[src/ubrg_pkg.sv]
// Constants for the serial port rate generator.
// Assumes a single 250 MHz clock and an 8-bit register port.
package ubrg_pkg;
   // Clock
   localparam int CLK_PERIOD_NS = 4;

   // Register indices on the 2-bit address port
   localparam logic [1:0] OFS_TX_CTRL = 2'h0;
   localparam logic [1:0] OFS_RX_CTRL = 2'h1;
   localparam logic [1:0] OFS_DIVISOR = 2'h2;

   // Transmit control fields
   localparam int TX_CLK_SRC = 7;
   localparam int TX_NINE    = 6;
   localparam int TX_EN      = 5;
   localparam int TX_SYNC    = 4;
   localparam int TX_UNIMPL  = 3;
   localparam int TX_HS      = 2;
   localparam int TX_EMPTY   = 1;
   localparam int TX_NINTH   = 0;

   // Receive control fields
   localparam int RX_PORT_EN = 7;
   localparam int RX_NINE    = 6;
   localparam int RX_SINGLE  = 5;
   localparam int RX_CONT    = 4;
   localparam int RX_ADDR_EN = 3;
   localparam int RX_FRAME   = 2;
   localparam int RX_OVER    = 1;
   localparam int RX_NINTH   = 0;

   // Writable masks
   localparam logic [7:0] TX_WR_MASK = 8'hF5;
   localparam logic [7:0] RX_WR_MASK = 8'hF8;

   // Values after reset
   localparam logic [7:0] TX_CTRL_RST = 8'h02;
   localparam logic [7:0] RX_CTRL_RST = 8'h00;
   localparam logic [7:0] DIVISOR_RST = 8'h00;

   // Prescale limits (divide factor minus one)
   localparam logic [5:0] PRE_ASYNC_LO = 6'h3F;
   localparam logic [5:0] PRE_ASYNC_HI = 6'h0F;
   localparam logic [5:0] PRE_SYNC     = 6'h03;

   // Samples before the period end used by the vote
   localparam logic [5:0] VOTE_LEAD = 6'h02;
endpackage

[src/ubrg_top.sv]
// Baud rate generator with receive pin majority vote.
// Assumes all inputs synchronous to ref_clk; shifter logic consumes rate_tick.
//
// The strobed register port and the register offsets were decided locally.

//////////////////////////////////////////////////////////////////////////////
module ubrg_top (
   // Clock and reset
   input  wire logic       ref_clk,
   input  wire logic       nrst,
   // Register port
   input  wire logic [1:0] reg_addr,
   input  wire logic [7:0] reg_wdata,
   input  wire logic       reg_wr,
   input  wire logic       reg_rd,
   output      logic [7:0] reg_rdata,
   // Shifter status
   input  wire logic       tx_shift_empty,
   input  wire logic       rx_frame_err,
   input  wire logic       rx_overrun,
   input  wire logic       rx_ninth_bit,
   // External serial clock in slave mode
   input  wire logic       ext_clk,
   // Receive pin
   input  wire logic       receive_data_pin,
   // To shifters
   output      logic       rate_tick,
   output      logic       rx_level,
   output      logic [7:0] tx_ctrl,
   output      logic [7:0] rx_ctrl
);
   import ubrg_pkg::*;

   ///////////////////////////////////////////////////////////////////////////
   // Register storage
   logic [7:0] baud_divisor;
   logic [7:0] tx_store;
   logic [7:0] rx_store;
   logic [7:0] tx_status_control;
   logic [7:0] rx_status_control;

   // Generator state
   logic [7:0] timer;
   logic [5:0] pre_cnt;
   logic [5:0] pre_max;
   logic       pre_wrap;
   logic       int_fire;
   logic       ext_prev;
   logic       ext_edge;
   logic       mode_sync;
   logic       mode_slave;
   logic       div_wr;

   // Vote state
   logic       samp_a;
   logic       samp_b;
   logic       vote_win;

   function automatic logic decode(input logic [1:0] a,
                                   input logic [1:0] ofs);
      decode = (a == ofs);
   endfunction

   function automatic logic majority(input logic a,
                                     input logic b,
                                     input logic c);
      majority = (a & b) | (a & c) | (b & c);
   endfunction

   ///////////////////////////////////////////////////////////////////////////
   // Control register writes
   assign div_wr = reg_wr && decode(reg_addr, OFS_DIVISOR);

   always_ff @(posedge ref_clk or negedge nrst) begin
      if (!nrst) begin
         tx_store <= TX_CTRL_RST & TX_WR_MASK;
      end else if (reg_wr && decode(reg_addr, OFS_TX_CTRL)) begin
         tx_store <= reg_wdata & TX_WR_MASK;
      end
   end

   always_ff @(posedge ref_clk or negedge nrst) begin
      if (!nrst) begin
         rx_store <= RX_CTRL_RST & RX_WR_MASK;
      end else if (reg_wr && decode(reg_addr, OFS_RX_CTRL)) begin
         rx_store <= reg_wdata & RX_WR_MASK;
      end
   end

   always_ff @(posedge ref_clk or negedge nrst) begin
      if (!nrst) begin
         baud_divisor <= DIVISOR_RST;
      end else if (div_wr) begin
         baud_divisor <= reg_wdata;
      end
   end

   // Composed views with live status bits
   always_comb begin
      tx_status_control = tx_store;
      tx_status_control[TX_EMPTY]  = tx_shift_empty;
      tx_status_control[TX_UNIMPL] = 1'b0;
      rx_status_control = rx_store;
      rx_status_control[RX_FRAME] = rx_frame_err;
      rx_status_control[RX_OVER]  = rx_overrun;
      rx_status_control[RX_NINTH] = rx_ninth_bit;
   end

   ///////////////////////////////////////////////////////////////////////////
   // Read port, data one cycle after strobe
   always_ff @(posedge ref_clk or negedge nrst) begin
      if (!nrst) begin
         reg_rdata <= 8'h00;
      end else if (reg_rd) begin
         unique case (reg_addr)
            OFS_TX_CTRL: reg_rdata <= tx_status_control;
            OFS_RX_CTRL: reg_rdata <= rx_status_control;
            OFS_DIVISOR: reg_rdata <= baud_divisor;
            default:     reg_rdata <= 8'h00;
         endcase
      end else begin
         reg_rdata <= 8'h00;
      end
   end

   // Control mirrors for the shifters
   always_ff @(posedge ref_clk or negedge nrst) begin
      if (!nrst) begin
         tx_ctrl <= TX_CTRL_RST;
         rx_ctrl <= RX_CTRL_RST;
      end else begin
         tx_ctrl <= tx_status_control;
         rx_ctrl <= rx_status_control;
      end
   end

   ///////////////////////////////////////////////////////////////////////////
   // Mode and prescale selection
   assign mode_sync  = tx_store[TX_SYNC];
   assign mode_slave = mode_sync && !tx_store[TX_CLK_SRC];

   always_comb begin
      if (mode_sync) begin
         pre_max = PRE_SYNC;
      end else if (tx_store[TX_HS]) begin
         pre_max = PRE_ASYNC_HI;
      end else begin
         pre_max = PRE_ASYNC_LO;
      end
   end

   assign pre_wrap = (pre_cnt >= pre_max);
   assign int_fire = pre_wrap && (timer == 8'h00) && !div_wr;

   // Prescaler, cleared by divisor write
   always_ff @(posedge ref_clk or negedge nrst) begin
      if (!nrst) begin
         pre_cnt <= 6'h00;
      end else if (div_wr) begin
         pre_cnt <= 6'h00;
      end else if (pre_wrap) begin
         pre_cnt <= 6'h00;
      end else begin
         pre_cnt <= pre_cnt + 6'h01;
      end
   end

   // Down timer with reload from divisor
   always_ff @(posedge ref_clk or negedge nrst) begin
      if (!nrst) begin
         timer <= 8'h00;
      end else if (div_wr) begin
         timer <= 8'h00;
      end else if (pre_wrap) begin
         if (timer == 8'h00) begin
            timer <= baud_divisor;
         end else begin
            timer <= timer - 8'h01;
         end
      end
   end

   // External clock rising edge for slave mode
   always_ff @(posedge ref_clk or negedge nrst) begin
      if (!nrst) begin
         ext_prev <= 1'b0;
      end else begin
         ext_prev <= ext_clk;
      end
   end

   assign ext_edge = ext_clk && !ext_prev;

   // Rate tick source chosen by master or slave role
   always_ff @(posedge ref_clk or negedge nrst) begin
      if (!nrst) begin
         rate_tick <= 1'b0;
      end else if (mode_slave) begin
         rate_tick <= ext_edge;
      end else begin
         rate_tick <= int_fire;
      end
   end

   ///////////////////////////////////////////////////////////////////////////
   // Three samples at the end of each bit period
   // Subtract from the limit; a 6-bit sum would wrap near a limit of 63
   assign vote_win = (timer == 8'h00) && !div_wr
                     && (pre_cnt >= pre_max - VOTE_LEAD);

   always_ff @(posedge ref_clk or negedge nrst) begin
      if (!nrst) begin
         samp_a <= 1'b1;
         samp_b <= 1'b1;
      end else if (vote_win) begin
         samp_a <= samp_b;
         samp_b <= receive_data_pin;
      end
   end

   always_ff @(posedge ref_clk or negedge nrst) begin
      if (!nrst) begin
         rx_level <= 1'b1;
      end else if (int_fire) begin
         rx_level <= majority(samp_a, samp_b, receive_data_pin);
      end
   end

   ///////////////////////////////////////////////////////////////////////////
   // Checks
   a_div_clears: assert property (@(posedge ref_clk) disable iff (!nrst)
      div_wr |=> (timer == 8'h00) && (pre_cnt == 6'h00))
      else $error("divisor write did not clear timer");

   a_reload_div: assert property (@(posedge ref_clk) disable iff (!nrst)
      int_fire |=> timer == $past(baud_divisor))
      else $error("timer did not reload from divisor");

   a_tick_follow: assert property (@(posedge ref_clk) disable iff (!nrst)
      (int_fire && !mode_slave) |=> rate_tick)
      else $error("period end gave no tick");

   a_tick_single: assert property (@(posedge ref_clk) disable iff (!nrst)
      (rate_tick && !mode_slave && !$past(mode_slave))
      |=> !rate_tick [*3])
      else $error("internal ticks closer than four cycles");

   a_sync_prescale: assert property (@(posedge ref_clk) disable iff (!nrst)
      mode_sync |-> pre_max == 6'h03)
      else $error("sync mode prescale not four");

   a_async_prescale: assert property (@(posedge ref_clk) disable iff (!nrst)
      !mode_sync |-> pre_max == (tx_store[TX_HS] ? 6'h0F : 6'h3F))
      else $error("async prescale wrong");

   a_slave_edge: assert property (@(posedge ref_clk) disable iff (!nrst)
      (mode_slave && ext_clk && !ext_prev) |=> rate_tick)
      else $error("slave edge gave no tick");

   a_unimpl_zero: assert property (@(posedge ref_clk) disable iff (!nrst)
      (reg_rd && reg_addr == OFS_TX_CTRL) |=> !reg_rdata[TX_UNIMPL])
      else $error("unimplemented bit read as one");

   a_vote_result: assert property (@(posedge ref_clk) disable iff (!nrst)
      int_fire |=> rx_level == majority($past(samp_a), $past(samp_b),
                                        $past(receive_data_pin)))
      else $error("vote result wrong");

   a_div_readback: assert property (@(posedge ref_clk) disable iff (!nrst)
      (reg_rd && reg_addr == OFS_DIVISOR) |=> reg_rdata == $past(baud_divisor))
      else $error("divisor readback wrong");
endmodule
[config.mk]
export PLATFORM = sky130hd
export DESIGN_NAME = ubrg_top
export DESIGN_NICKNAME = d
export VERILOG_FILES = /design/src/ubrg_pkg.sv /design/src/ubrg_top.sv
export SDC_FILE = /design/constraint.sdc
export NUM_CORES = 1
export LEC_CHECK = 0
export ABC_AREA = 1
export BUFFER_PORTS_ARGS = -buffer_cell sky130_fd_sc_hd__buf_2
export CORE_ASPECT_RATIO = 0.9
export CORE_UTILIZATION = 30
export CTS_BUF_LIST = sky130_fd_sc_hd__clkbuf_16
export DETAILED_ROUTE_END_ITERATION = 8
export SLEW_MARGIN = 0
export SYNTH_ARGS = -nofsm -noshare
export SYNTH_HDL_FRONTEND = slang
export SYNTH_SLANG_ARGS = --single-unit
[constraint.sdc]
create_clock -name ref_clk -period 3.24 [get_ports ref_clk]
set_input_delay 0.81 -clock ref_clk [delete_from_list [all_inputs] [get_ports ref_clk]]
set_output_delay 0.81 -clock ref_clk [all_outputs]
set_load 0.01 [all_outputs]
After elaboration in Yosys (flattened, before gate mapping)

Cells that the tools add are included.

Register bits: 61
Input bits: 20

Add/sub/neg operators: 3
Magnitude comparators: 2
Eq/ne operators: 2
Multiplexer cells: 10
Bitwise operators: 5
Reductions and logical operators: 15

Operator list:

| operator            | count |
|---|---|
| $mux 8              | 4 |
| $mux 6              | 4 |
| $pmux 8 s3          | 1 |
| $ge 6x6->1          | 2 |
| $logic_and 1x1->1   | 9 |
| $logic_not 8->1     | 1 |
| $sub 8x1->8 const B | 1 |
| $add 6x1->6 const B | 1 |
| $sub 6x2->6 const B | 1 |
| $and 1x1->1         | 3 |
| $logic_not 1->1     | 3 |
| $eq 2x1->1 const B  | 1 |
| $eq 2x2->1 const B  | 1 |
| $logic_not 2->1     | 1 |
| $or 1x1->1          | 2 |
| $reduce_bool 2->1   | 1 |
| $mux 1              | 1 |

Logic depth before layout (Yosys ltp)

Word-level depth: 6
Depth in mapped cells: 10
Gate-level depth less buffers: 10

Worst setup path after synthesis

Ideal clock, no wire load.

Path type: register to register
Start point: register tx_store[4]
End point: register timer[5]
Setup time: 117 ps
Data arrival time: 1,663 ps
Required time: 3,123 ps
Path slack: 1,460 ps
Cell stages (with the launch flop): 8
Period minus slack after synthesis: 1,780 ps
Cells stage by stage: dfrtp_1 > or2_2 > ha_1 > a21oi_1 > nand4_2 > buf_4 > nand3_1 > nand2_1

Cells in the longest elaborated chain, start to end: 3

Ends and longest elaborated chain:

| item                               | RTL line        | text |
|---|---|---|
| from (decl)                        | ubrg_top.sv:37  | `logic [7:0] tx_store;` |
| from (signal assigned)             | ubrg_top.sv:76  | `tx_store <= TX_CTRL_RST & TX_WR_MASK;` |
| from (signal assigned)             | ubrg_top.sv:78  | `tx_store <= reg_wdata & TX_WR_MASK;` |
| $mux 6                             | ubrg_top.sv:143 | `if (mode_sync) begin` |
| $ge 6x6->1                         | ubrg_top.sv:152 | `assign pre_wrap = (pre_cnt >= pre_max);` |
| $reduce_bool 2->1 (no source line) | -               |  |
| to (signal assigned)               | ubrg_top.sv:176 | `timer <= baud_divisor;` |
| to (signal assigned)               | ubrg_top.sv:178 | `timer <= timer - 8'h01;` |
| to (decl)                          | ubrg_top.sv:43  | `logic [7:0] timer;` |

Every way passes these cells.
A chain may end at the register's enable or synchronous reset.

Worst setup path in the final report

Start point: register tx_store[4]
End point: register pre_cnt[2]

Cells in the longest elaborated chain, start to end: 4

Ends and longest elaborated chain:

| item                 | RTL line        | text |
|---|---|---|
| $mux 6               | ubrg_top.sv:143 |  |
| $ge 6x6->1           | ubrg_top.sv:152 |  |
| $mux 6               | ubrg_top.sv:161 | `end else if (pre_wrap) begin` |
| $mux 6               | ubrg_top.sv:159 | `end else if (div_wr) begin` |
| to (signal assigned) | ubrg_top.sv:164 | `pre_cnt <= pre_cnt + 6'h01;` |
| to (decl)            | ubrg_top.sv:44  | `logic [5:0] pre_cnt;` |

Every way passes these cells.

==> out/qor.yml <==
timing:
  final.min_clock_period_ps: 2170
  fmaxAchievable_mhz: 462
  hold_violations: 0
  slew_violations: 0
  min_period_over_period_pct: 66.9
  tns_ps: 0
  rsz0062_at_grt: "false"
  slew_headroom_pct: 51.8
  clock_skew_ps: 8.47
  fin_hold_ws_ps: 405
  worst_slew_pin_slew_ps: 724
  setup_viol: 0
  timing.final.ws_setup_ps: 1070
critical_path:
  crit_fanout: 11
  crit_arrival_ps: 2430
  cp-end-kind: "register"
  startpoint_type: "register"
  required_ps: 3500
  criticalPathCategory: "register to register"
die:
  core_area_mm2: 0.00873
  die_y_um: 92.6
  die_x_um: 103
  io_pins: 46
  start_util_pct: 31.4
  placementRows: 32
  die-area_mm2: 0.00952
cts:
  clk_latency_ps: 330
  ctsResizeCount: 0
  path_clk_slew_ps: 50
  cts_tree: "built"
  cts.htree.levels: 3
  root_buffer: "clkbuf_16"
  cts_buffer_depth: 2
  cts.sinks: 61
  post_cts_buffers: 0
  cts_hold_buf: 0
  cts_buffers: 9
global_route:
  grt_pass1_vias: 2228
  grt_max_degree: 35
  grt_antenna_before_repair: 0
  grt_pass1_wl_um: 10400
  grt_use_total_pct: 14.5
  grt-ovfl-total: 0
power:
  ir_drop_uv: 248
  cellPowerDensity_mw_per_mm2: 799
  power_leakage_uw: 0.00186
cells_and_area:
  syn_to_final_growth_pct: 23.4
  seq_area_mm2: 0.00153
  nets: 401
  antennaDiodeCount: 0
  drive_gt1_share_pct: 21.0
  fillCellCount: 917
  multi_input_area_mm2: 0.00103
  final_area_mm2: 0.00338
detailed_routing:
  drtIter0Drc: 92
  wl_per_cell_um: 11.8
  vias_per_cell: 4.41
  vias: 2187
  firstDrtPassIters: 4
  final_antenna_net_count: 0
  wl_um: 5870
  drc_errors: 0
flow_run:
  drv_cap: 0
logic_synthesis:
  ys_seq_elements: 61
  synth_warnings: 0
  syn_inst: 320
  avgSynthCellArea_um2: 8.56
  ys_seq_area_share_pct: 55.9
  syn_nets: 349
  synth_cell_types: 27
  synth_area_mm2: 0.00274
placed_design:
  placed_area_mm2: 0.00310
  hpwl_um: 4370
  portBuffers: 44
  dp_worst_setup_slack_ps: 1090
  place_congestion: 0.808
run_status:
  status: "finished clean"
hold_path:
  hp-class: "register to register"
## worst max-delay path, cell delays in order (launching register included)
cell	delay, ps
dfrtp_1	450
or2_2	340
ha_1	300
a21oi_1	270
nand4_2	320
inv_2	260
nand2_1	70
nor2_1	80
## where the power goes
group	internal [µW]	switching, µW	total (µW)
Sequential	926	123	1050
Clock	582	321	903
Combinational	272	475	747
Total	1780	919	2700
## cell usage in the layout, fill, tap and decap left out, types with 2 or more instances in the layout
cell type    n
clkinv_2     3
nand2_4      2
buf_2       44
nor2_1      21
o21ai_0     23
clkinv_1     2
nand2_2      3
a21oi_1      3
ha_1         9
nand3_1     26
buf_4        2
clkbuf_16    9
dfrtp_1     57
xor2_1       2
nand2_1    110
nor2_2       6
dfstp_2      4
inv_2        2
inv_1       38
## through the flow
step	total power, µW	cells	util, %
floorplan	1590	320	-
global placement	1790	480	35.5
detailed placement	1800	480	35.5
CTS	2720	496	38.7
global route	2920	496	38.7
finish	2700	496	38.7
## sequential cells by signal, indices dropped and copies added (netlist names), 5 cells and up
register and flops:
timer 8, tx_store 6, rx_ctrl 8, tx_ctrl 7, pre_cnt 6, reg_rdata 8, rx_store 5, baud_divisor 8
## cells in the mapped netlist
library cell	number	share of area, %
a21boi_0	1	0.27
a21oi_1	3	0.55
buf_2	1	0.18
buf_4	2	0.55
clkbuf_1	2	0.27
clkinv_2	1	0.18
conb_1	1	0.14
dfrtp_1	57	52
dfstp_2	4	3.8
ha_1	9	4.1
inv_1	37	5.1
inv_2	2	0.27
nand2_1	110	15
nand2_2	3	0.69
nand2_4	2	0.82
nand3_1	26	4.8
nand3b_1	1	0.27
nand4_1	1	0.23
nand4_2	1	0.46
nor2_1	21	2.9
nor2_2	6	1.4
o211ai_1	1	0.27
o21a_1	1	0.27
o21ai_0	23	4.2
or2_2	1	0.23
xnor2_1	1	0.32
xor2_1	2	0.64
## cell type report
| type | count | area share, % |
|---|---|---|
| sequential | 61 | 45.3 |
| timing repair buffer | 46 | 6.96 |
| clock buffer | 9 | 6.66 |
| tap | 119 | 4.41 |
| clock inverter | 7 | 1.74 |
| multi-input combinational | 214 | 30.4 |
| inverter | 40 | 4.48 |
## routing by layer
layer | wire length [µm] | GRT usage [%] | up-vias
met1 | 2860 | 19.7 | 1027
met4 | 91 | 5.00 | 0
met5 | 0 | 0 | -
met3 | 277 | 5.36 | 9
li1 | - | - | 1103
met2 | 2640 | 21.1 | 48
## final timing paths
check                       startpoint               to  slack [ps]  depth (start not counted)
min in group asynchronous         nrst  baud_divisor[1]         540                          1
min reg2reg                rx_store[3]       rx_ctrl[3]         400                          0
max reg2reg                tx_store[4]       pre_cnt[2]        1070                          7
max in group asynchronous         nrst           samp_b        1940                          2
min                        rx_store[3]       rx_ctrl[3]         400                          0
max                        tx_store[4]       pre_cnt[2]        1070                          7
## kinds of logic after synthesis
group                      after synthesis  share of synthesized area [%]
adders and majority gates                9                           4.11
buffers and inverters                   45                           6.53
other                                    1                          0.137
AOI/OAI and AO/OA                       29                           5.57
and+or+nand+nor                        172                           26.8
DFF                                     61                           55.9
xor gates and xnor gates                 3                          0.960
Note: power is estimated with default switching activity, not from simulation.
